**src/rtl/pbs_pkg.sv**
```systemverilog
// pbs_pkg: constants and types for the push-button power sequencer
// assumes a 100 MHz mclk_i and one shared 1 ms time-base tick
package pbs_pkg;

  // ==========================================================
  // clock and time base
  localparam int unsigned CLK_HZ        = 100_000_000;
  localparam int unsigned TICK_NS       = 1_000_000;                 // one time-base tick is 1 ms
  localparam int unsigned TICK_CYCLES   = CLK_HZ / 1000;             // cycles per 1 ms tick
  localparam int unsigned HALT_MIN_NS   = 30_000;                    // 30 us halt filter
  localparam int unsigned HALT_CYCLES   = (HALT_MIN_NS * (CLK_HZ / 1_000_000) + 999) / 1000;

  // ==========================================================
  // interval lengths in ms ticks
  localparam int unsigned DEBOUNCE_MS   = 32;
  localparam int unsigned EXTRA_BASE_MS = 1;
  localparam int unsigned BLANK_MS      = 512;
  localparam int unsigned LOCKOUT_MS    = 256;
  localparam int unsigned FORCE_OFF_MS  = 1024;

  // ==========================================================
  // widths
  localparam int unsigned MS_W          = 12;
  localparam int unsigned EXTRA_W       = 10;

  // ==========================================================
  // sequencer states, gray along off -> press -> on -> alert path
  typedef enum logic [2:0] {
    PBS_IDLE     = 3'h0,
    PBS_ON_DEB   = 3'h1,
    PBS_BLANK    = 3'h3,
    PBS_REL_DEB  = 3'h2,
    PBS_RUN      = 3'h6,
    PBS_OFF_DEB  = 3'h7,
    PBS_ALERT    = 3'h5,
    PBS_LOCKOUT  = 3'h4
  } pbs_state_t;

  // ==========================================================
  // outward signals carried together
  typedef struct packed {
    logic supply_en;       // logical enable, before polarity
    logic shutdown_alert;  // logical alert, active when high
  } pbs_out_t;

endpackage

```
**src/rtl/pbs_sequencer.sv**
```systemverilog
// pbs_sequencer: push-button power on/off sequencer core
// assumes button_n_i and halt_n_i are asynchronous pins; one clock, synchronous reset
//
// What this block does
// - at blanking end, a still-low halt request drops supply enable
// - in normal running, a filtered halt low drops supply enable at once
// - after a halt-caused release, except one at blanking end, ignore the button for 256 ms
// - build parameter picks supply-enable polarity; nothing else differs
// - with no extension, button low 32 ms before a press counts
// - on and off extensions each add 1 ms plus their setting
// - after a valid off press, release supply within 1024 ms regardless
// - halt lows shorter than 30 us are ignored
// - after enabling supply, ignore halt and button for 512 ms
// - completed off press drives the shutdown alert low
// - button going high during debounce restarts the debounce timer
// - release of the button is debounced 32 ms after blank and turn-off
`timescale 1ns/1ns
module pbs_sequencer #(
  parameter bit          EN_ACTIVE_HIGH = 1'b1,                      // polarity build option
  parameter int unsigned TICK_CYCLES    = pbs_pkg::TICK_CYCLES      // shorten for simulation
) (
  // clock and reset
  input  wire logic                         mclk_i,
  input  wire logic                         reset_i,
  // pins from the button and host
  input  wire logic                         button_n_i,
  input  wire logic                         halt_n_i,
  // extension settings in ms, zero means none
  input  wire logic [pbs_pkg::EXTRA_W-1:0]  turn_on_delay_extra_i,
  input  wire logic [pbs_pkg::EXTRA_W-1:0]  turn_off_delay_extra_i,
  // outputs to supply and host
  output logic                              supply_en_o,
  output logic                              shutdown_alert_n_o
);

  // ==========================================================
  // input synchronisers
  logic [2:0] btn_sync_ff;
  logic [2:0] halt_sync_ff;
  logic       btn_low_ff;
  logic       halt_raw_low_ff;

  // three stages; only stages two and three are compared
  always_ff @(posedge mclk_i) begin
    btn_sync_ff  <= {btn_sync_ff[1:0], button_n_i};
    halt_sync_ff <= {halt_sync_ff[1:0], halt_n_i};
  end

  wire btn_agree  = btn_sync_ff[1] == btn_sync_ff[2];
  wire halt_agree = halt_sync_ff[1] == halt_sync_ff[2];

  // a level change counts once stages two and three agree
  always_ff @(posedge mclk_i) begin
    if (reset_i) begin
      btn_low_ff      <= 1'b0;
      halt_raw_low_ff <= 1'b0;
    end else begin
      if (btn_agree)  btn_low_ff      <= ~btn_sync_ff[2];
      if (halt_agree) halt_raw_low_ff <= ~halt_sync_ff[2];
    end
  end

  // ==========================================================
  // halt pulse filter: low must hold 30 us before it is seen
  localparam int unsigned HF_W = $clog2(pbs_pkg::HALT_CYCLES + 1);
  logic [HF_W-1:0] halt_cnt_ff;
  logic            halt_low_ff;

  wire halt_cnt_done = halt_cnt_ff == HF_W'(pbs_pkg::HALT_CYCLES - 1);

  // any high restarts the count, so short glitches never reach the fsm
  always_ff @(posedge mclk_i) begin
    if (reset_i || !halt_raw_low_ff) begin
      halt_cnt_ff <= '0;
      halt_low_ff <= 1'b0;
    end else if (halt_cnt_done) begin
      halt_low_ff <= 1'b1;
    end else begin
      halt_cnt_ff <= halt_cnt_ff + HF_W'(1);
    end
  end

  // ==========================================================
  // common 1 ms time base
  localparam int unsigned TB_W = $clog2(TICK_CYCLES + 1);
  logic [TB_W-1:0] tb_cnt_ff;
  logic            tick_ff;

  // single tick pulse feeds every interval timer
  always_ff @(posedge mclk_i) begin
    if (reset_i || tb_cnt_ff == TB_W'(TICK_CYCLES - 1)) begin
      tb_cnt_ff <= '0;
      tick_ff   <= ~reset_i;
    end else begin
      tb_cnt_ff <= tb_cnt_ff + TB_W'(1);
      tick_ff   <= 1'b0;
    end
  end

  // ==========================================================
  // state machine
  pbs_pkg::pbs_state_t             state_ff;
  pbs_pkg::pbs_state_t             nxt_state;
  logic [pbs_pkg::MS_W-1:0]        ms_ff;
  logic [pbs_pkg::MS_W-1:0]        nxt_ms;
  logic                            after_on_ff;      // release debounce leads to run, not idle
  logic                            nxt_after_on;
  pbs_pkg::pbs_out_t               out_ff;
  pbs_pkg::pbs_out_t               nxt_out;

  // required press lengths; extension adds 1 ms plus setting
  wire [pbs_pkg::MS_W-1:0] on_need  = (turn_on_delay_extra_i == '0) ? pbs_pkg::MS_W'(pbs_pkg::DEBOUNCE_MS) :
    pbs_pkg::MS_W'(pbs_pkg::DEBOUNCE_MS + pbs_pkg::EXTRA_BASE_MS) + pbs_pkg::MS_W'(turn_on_delay_extra_i);
  wire [pbs_pkg::MS_W-1:0] off_need = (turn_off_delay_extra_i == '0) ? pbs_pkg::MS_W'(pbs_pkg::DEBOUNCE_MS) :
    pbs_pkg::MS_W'(pbs_pkg::DEBOUNCE_MS + pbs_pkg::EXTRA_BASE_MS) + pbs_pkg::MS_W'(turn_off_delay_extra_i);
  wire [pbs_pkg::MS_W-1:0] ms_inc   = ms_ff + pbs_pkg::MS_W'(1);

  // ms_ff counts elapsed ticks in the current state; each entry clears it
  always_comb begin
    nxt_state    = state_ff;
    nxt_ms       = tick_ff ? ms_inc : ms_ff;
    nxt_after_on = after_on_ff;
    nxt_out      = out_ff;
    unique case (state_ff)
      pbs_pkg::PBS_IDLE: begin
        nxt_ms = '0;
        if (btn_low_ff) nxt_state = pbs_pkg::PBS_ON_DEB;
      end
      pbs_pkg::PBS_ON_DEB: begin
        if (!btn_low_ff) begin
          nxt_state = pbs_pkg::PBS_IDLE;
        end else if (tick_ff && ms_inc >= on_need) begin
          nxt_state   = pbs_pkg::PBS_BLANK;
          nxt_ms      = '0;
          nxt_out.supply_en = 1'b1;
        end
      end
      pbs_pkg::PBS_BLANK: begin
        // button not looked at here; halt checked only at blanking end
        if (tick_ff && ms_inc == pbs_pkg::MS_W'(pbs_pkg::BLANK_MS)) begin
          nxt_ms = '0;
          if (halt_low_ff) begin
            nxt_out.supply_en = 1'b0;
            nxt_state         = pbs_pkg::PBS_REL_DEB;
            nxt_after_on      = 1'b0;
          end else begin
            nxt_state    = pbs_pkg::PBS_REL_DEB;
            nxt_after_on = 1'b1;
          end
        end
      end
      pbs_pkg::PBS_REL_DEB: begin
        // button must sit high for 32 ms before the next press is watched
        if (btn_low_ff) begin
          nxt_ms = '0;
        end else if (tick_ff && ms_inc == pbs_pkg::MS_W'(pbs_pkg::DEBOUNCE_MS)) begin
          nxt_ms    = '0;
          nxt_state = after_on_ff ? pbs_pkg::PBS_RUN : pbs_pkg::PBS_IDLE;
        end
        if (after_on_ff && halt_low_ff) begin
          nxt_out.supply_en = 1'b0;
          nxt_state         = pbs_pkg::PBS_LOCKOUT;
          nxt_ms            = '0;
        end
      end
      pbs_pkg::PBS_RUN: begin
        nxt_ms = '0;
        if (halt_low_ff) begin
          nxt_out.supply_en = 1'b0;
          nxt_state         = pbs_pkg::PBS_LOCKOUT;
        end else if (btn_low_ff) begin
          nxt_state = pbs_pkg::PBS_OFF_DEB;
        end
      end
      pbs_pkg::PBS_OFF_DEB: begin
        if (halt_low_ff) begin
          nxt_out.supply_en = 1'b0;
          nxt_state         = pbs_pkg::PBS_LOCKOUT;
          nxt_ms            = '0;
        end else if (!btn_low_ff) begin
          nxt_state = pbs_pkg::PBS_RUN;
        end else if (tick_ff && ms_inc >= off_need) begin
          nxt_state              = pbs_pkg::PBS_ALERT;
          nxt_ms                 = '0;
          nxt_out.shutdown_alert = 1'b1;
        end
      end
      pbs_pkg::PBS_ALERT: begin
        // host normally halts first; the timer is the backstop
        if (halt_low_ff) begin
          nxt_out           = '0;
          nxt_state         = pbs_pkg::PBS_LOCKOUT;
          nxt_ms            = '0;
        end else if (tick_ff && ms_inc == pbs_pkg::MS_W'(pbs_pkg::FORCE_OFF_MS)) begin
          nxt_out      = '0;
          nxt_state    = pbs_pkg::PBS_REL_DEB;
          nxt_after_on = 1'b0;
          nxt_ms       = '0;
        end
      end
      pbs_pkg::PBS_LOCKOUT: begin
        // button ignored while the supply output decays
        nxt_out.shutdown_alert = 1'b0;
        if (tick_ff && ms_inc == pbs_pkg::MS_W'(pbs_pkg::LOCKOUT_MS)) begin
          nxt_state    = pbs_pkg::PBS_REL_DEB;
          nxt_after_on = 1'b0;
          nxt_ms       = '0;
        end
      end
    endcase
  end

  // state registers; reset holds supply off
  always_ff @(posedge mclk_i) begin
    if (reset_i) begin
      state_ff    <= pbs_pkg::PBS_IDLE;
      ms_ff       <= '0;
      after_on_ff <= 1'b0;
      out_ff      <= '0;
    end else begin
      state_ff    <= nxt_state;
      ms_ff       <= nxt_ms;
      after_on_ff <= nxt_after_on;
      out_ff      <= nxt_out;
    end
  end

  // ==========================================================
  // pin polarity; only the enable inverts with the build option
  assign supply_en_o        = EN_ACTIVE_HIGH ? out_ff.supply_en : ~out_ff.supply_en;
  assign shutdown_alert_n_o = ~out_ff.shutdown_alert;

endmodule

```
**config.mk**
```make
export PLATFORM = sky130hd
export DESIGN_NAME = pbs_sequencer
export DESIGN_NICKNAME = d
export VERILOG_FILES = /design/src/rtl/pbs_pkg.sv /design/src/rtl/pbs_sequencer.sv
export SDC_FILE = /design/constraint.sdc
export NUM_CORES = 1
export LEC_CHECK = 0
export BUFFER_PORTS_ARGS = -buffer_cell sky130_fd_sc_hd__buf_4
export CAP_MARGIN = 30
export CORE_ASPECT_RATIO = 1.2
export CORE_MARGIN = 1.5
export CORE_UTILIZATION = 57
export CTS_BUF_LIST = sky130_fd_sc_hd__clkbuf_4
export DETAILED_ROUTE_END_ITERATION = 8
export PLACE_DENSITY = 0.79
export SYNTH_ARGS = -nofsm -noshare
export SYNTH_HDL_FRONTEND = slang
export SYNTH_SLANG_ARGS = --single-unit
```
**constraint.sdc**
```tcl
create_clock -name mclk_i -period 3.06 [get_ports mclk_i]
set_clock_uncertainty 0.1 [all_clocks]
set_input_delay 0.153 -clock mclk_i [delete_from_list [all_inputs] [get_ports mclk_i]]
set_output_delay 0.153 -clock mclk_i [all_outputs]
set_load 0.005 [all_outputs]
```
* Word level (Yosys, flattened, before mapping) *
Cells that the tools add are included.

word-level totals
  register bits = 57
  input bits = 24

cells by class
  add/sub/neg operators = 5
  order comparisons = 2
  equality and inequality tests = 32
  multiplexer cells = 51
  bitwise operators = 4
  reduce and logical (&&, ||, !) cells = 22

operator list
  kind                   count
  $mux 12                13
  $pmux 12 s7            1
  $mux 3                 16
  $add 12x1->12 const B  2
  $ge 12x11->1           2
  $pmux 3 s8             1
  $add 6x10->11 const A  2
  $mux 11                2
  $ne 2x2->1 const B     11
  $logic_not 10->1       2
  $add 17x1->17 const B  1
  $eq 17x17->1 const B   1
  $ne 3x3->1 const B     5
  $mux 1                 13
  $eq 12x10->1 const B   1
  $eq 12x11->1 const B   1
  $eq 12x12->1 const B   1
  $eq 12x6->1 const B    1
  $eq 12x9->1 const B    1
  $eq 3x3->1 const B     4
  $reduce_and 5->1       2
  $reduce_and 9->1       1
  $logic_and 1x1->1      7
  $eq 3x2->1 const B     2
  14 further kinds       23

* Depth between registers and ports, before layout *
  depth after elaboration = 8
  mapped depth = 16
  depth with buffers taken out = 14

* Worst setup path after synthesis *
No wires, ideal clock.

  path kind = register to register
  start point = reg ms_ff[1] (netlist bit)
  end point = reg state_ff[1]
  arrival time = 3.113 ns
  required time = 2.841 ns
  path slack = -0.272 ns
  stages on the path, launching flop included = 15
  path buffers = 1
  period minus slack after synthesis = 3.332 ns
  cells stage by stage = dfxtp_1 > ha_1 > and3_1 > buf_2 > nand3_1 > xnor2_1 > ha_1 > a21o_1 > a221oi_1 > o21ai_0 > a311oi_1 > o21ai_0 > o211ai_1 > nor2_1 > o221a_2

on the way
  word-level cells in the longest chain between the ends = 5
  elaborated cells between the ends (all ways) = 20
  classes of those cells = 1 x add/sub; 2 x order compare; 10 x eq/ne; 7 x reduce/logical

ends and longest elaborated chain
  item                                                 line                  source
  start: declaration                                   pbs_sequencer.sv:104  logic [pbs_pkg::MS_W-1:0] ms_ff;
  start signal: assignment                             pbs_sequencer.sv:222  ms_ff <= nxt_ms;
  $add 12x1->12 *                                      pbs_sequencer.sv:116  wire [pbs_pkg::MS_W-1:0] ms_inc = ms_ff + pbs_pkg::MS_W'(1);
  $ge 12x11->1 (tied with other cells)                 pbs_sequencer.sv:182  end else if (tick_ff && ms_inc >= off_need) begin
  $logic_and 1x1->1 (tied with other cells)            pbs_sequencer.sv:182
  $ne 4x4->1 (no source line) (tied with other cells)  --
  $reduce_and 9->1 (no source line) *                  --
  end signal: assignment                               pbs_sequencer.sv:216  state_ff <= pbs_pkg::PBS_IDLE;
  end signal: assignment                               pbs_sequencer.sv:221  state_ff <= nxt_state;
  end: declaration                                     pbs_sequencer.sv:102  pbs_pkg::pbs_state_t state_ff;

Mark *: on every way between the ends. The rest lies on a longest branch, timed or not.
A chain may end at the register's enable or synchronous reset.

* Worst setup path in the final report *
  start point = reg ms_ff[1] (netlist bit)
  end point = reg out_ff (netlist bit supply_en_o)

on the way
  word-level cells in the longest chain between the ends = 5
  elaborated cells between the ends (all ways) = 11
  classes of those cells = 1 x add/sub; 1 x order compare; 5 x eq/ne; 4 x reduce/logical

ends and longest elaborated chain
  item                                                       line                                                              source
  $add 12x1->12 *                                            pbs_sequencer.sv:116
  $ge 12x11->1 (tied with other cells)                       pbs_sequencer.sv:132                                              end else if (tick_ff && ms_inc >= on_need) begin
  $logic_and 1x1->1, on equally long branches                pbs_sequencer.sv:132, pbs_sequencer.sv:140, pbs_sequencer.sv:194
  $ne 2x2->1 (no source line) or $ne 3x3->1 (tied branches)  --
  $reduce_and 6->1 (no source line) *                        --
  end signal: assignment                                     pbs_sequencer.sv:224                                              out_ff <= nxt_out;
  end: declaration                                           pbs_sequencer.sv:108                                              pbs_pkg::pbs_out_t out_ff;

Marks and branches as above.

==> impl_metrics.ini <==
[run_status]
outcome = finished, violations left
violations = setup timing

[place]
port-buffer-count = 25
preCtsSetupSlack_ps = -143
finalWeightedCongestion = 0.906
dp_hpwl_mm = 6.69

[sta]
period_share = 1.00
maxSlewHeadroom = 0.661
finalHoldViolations = 0
final_max_slew_viol_count = 0
worstMarginPinSlew_ps = 495
period_minus_slack_ps = 3070
final.setup.worst_slack_ps = -10.7
setup_violations = 2
fmax_mhz = 326
rsz0062_at_grt = yes

[die]
dieHeight_um = 94.1
fp.coreArea_um2 = 6770
die_x_um = 78.9
die_area_um2 = 7420
initial_core_util = 0.582
row_count = 33
io_pins = 26

[min_path]
hold_depth = 0
min_path_type = reg -> reg
min_delay_worst_endpoint = halt_sync_ff[1]$_DFF_P_
worstHoldStart = halt_sync_ff[0]$_DFF_P_

[critical_path]
rr_startpoint = ms_ff[1]$_SDFF_PP0_
r2r_slack_ps = -10
r2r_cells = 12
rr_endpoint = supply_en_o$_SDFFE_PP0P_
worstPathArrival_ps = 3310
startpoint = ms_ff[1]$_SDFF_PP0_
cp-end-kind = flop
path_max_fanout = 3
worstPathRequired_ps = 3300
start_kind = flop
worstSetupPathType = reg -> reg

[logic_synthesis]
syn-mean-instance-area_um2 = 8.19
async_flop_share = 0
syn-cell-area_um2 = 3940
ys_top_cells_by_area = dfxtp_1 (29%), ha_1 (9.5%), xor2_1 (6.7%)
synth-main-ff-cell = dfxtp_1
synth_warnings = 0
ys_seq_area_frac = 0.290
synth_area_leader_cell = dfxtp_1
syn_nets = 535
synth-edff-count = 0
synthCells = 481
ys_ff_latch = 57
synth_top_area_share = 0.290
synth_cell_types = 64

[route]
drt_pass1_iterations = 5
drt-vias-per-instance = 5.82
drtIter0Drc = 229
wl_mm = 9.23
wire_per_inst_um = 14.8
vias = 3640
ant_nets = 0
drc = 0

[grt]
grt.total_usage = 0.256
grt_max_degree = 23
grt_overflow_total = 0
grt_pass1_vias = 3474
grt_pass1_wl_mm = 15.2
antenna_found_initial = 0

[cells_and_area]
syn_to_final_growth_pct = 21.8
num_antenna_cells = 0
fin_util = 0.709
final_common_cell = buf_4
final_cell_mix = buf_4 (58), dfxtp_1 (52), nor2_1 (50)
nets = 587
drive_gt1_frac = 0.255

[clock_tree]
cts.reportedPaths.clkPinSlew_ps = 100
insertion_delay_ps = 390
htree_levels = 3
cts_tree = done
numCtsBuffers = 9
clock-sinks = 57
clockRootBuffer = clkbuf_4
cts_buffer_depth = 2

[pwr]
leakagePower_uw = 0.00189
ir_worst_vdd_v = 0.000347
powerDensity_nw_per_um2 = 421

[flow_run]
cap_violations = 0
## power breakdown
part	internal, uW	switching, uW	leakage (uW)
clock	259	259	0.0000734
sequential	772	71.4	0.000467
combinational	304	353	0.00135
total	1340	683	0.00189
## flip-flops by register name, indices dropped and copies added, names as in the netlist
| register | cells |
|---|---|
| tb_cnt_ff | 17 |
| halt_cnt_ff | 12 |
| ms_ff | 12 |
| btn_sync_ff | 3 |
| halt_sync_ff | 3 |
| state_ff | 3 |
| after_on_ff | 1 |
| btn_low_ff | 1 |
| halt_low_ff | 1 |
| halt_raw_low_ff | 1 |
| out_ff | 1 |
| supply_en_o | 1 |
| tick_ff | 1 |
## how the worst max path moves through the flow
stage | to | cells past startpoint | slack [ps]
2_1_floorplan | state_ff[1]$_SDFFE_PP0P_ | 14 | 0.6
3_3_place_gp | supply_en_o$_SDFFE_PP0P_ | 13 | -30
3_5_place_dp | supply_en_o$_SDFFE_PP0P_ | 13 | -140
4_1_cts | ms_ff[1]$_SDFF_PP0_ | 13 | 20
5_1_grt | state_ff[0]$_SDFFE_PP0P_ | 14 | -200
6_report | supply_en_o$_SDFFE_PP0P_ | 12 | -10
## synthesized netlist by cell type (4+ instances only)
library cell / count
nor3_1: 27
a211oi_1: 4
a21oi_1: 24
clkbuf_1: 8
or3_1: 7
buf_6: 6
ha_1: 30
and2_1: 4
xor2_1: 30
nor2_1: 51
and3_1: 12
o21ai_0: 20
nand2_1: 35
nand4_1: 13
nand3_1: 33
clkbuf_8: 4
xnor2_1: 25
inv_1: 20
dfxtp_1: 57
## critical path, cell delays in order (launching register included)
cell      delay [ps]
dfxtp_4          380
nand4_1          270
nor2_2           260
xnor2_2          140
inv_2             90
ha_4             270
nand2_1           70
o21a_1           200
o21ai_1          170
a211oi_2          80
o2111a_1         320
or4_1            530
a21oi_1          140
## metal layers
metal,GRT usage,part of all wire,routed length (um)
met1,0.298,0.43,4010
met4,0.101,0.021,195
met5,0,0,0
met2,0.466,0.51,4670
met3,0.0417,0.039,362
## area by class of cell
cell class | count | area (um^2)
clock buffer | 11 | 82.6
clock inverter | 5 | 46.3
fill | 552 | 1970
inverter | 21 | 78.8
multi-input combinational | 380 | 2820
sequential | 57 | 1150
tap | 87 | 109
timing repair buffer | 64 | 508
## logic make-up (layout without fill, tap and decap cells)
logic type / Yosys count / in the layout / synth area share
DFF: 57 / 57 / 0.290
buffers and inverters: 44 / 101 / 0.0670
and+or+nand+nor: 211 / 211 / 0.280
adders and majority gates: 31 / 31 / 0.0978
xor gates and xnor gates: 55 / 55 / 0.122
AOI/OAI and AO/OA: 80 / 80 / 0.135
muxes: 3 / 3 / 0.00762
## repair_timing
item	4_1_cts	5_1_grt
buffers inserted	4	2
pin swaps	11	26
endpoints found under the hold margin	5	0
endpoints found under the setup margin	16	16
resized for setup	19	22
hold buffers	3	0
## metrics by stage
step	instance area, um^2	power (uW)	hold slack, ps	setup TNS [ps]	std cells
3_5_place_dp	4400	1350	158	-1380	602
6_report	4800	2020	233	-13.1	625
5_1_grt	4800	2120	239	-2260	625
2_1_floorplan	4050	1200	80.7	0	481
4_1_cts	4660	1890	233	0	624
3_3_place_gp	4400	1340	158	-62.5	602
Note: power is estimated with default switching activity, not from simulation.
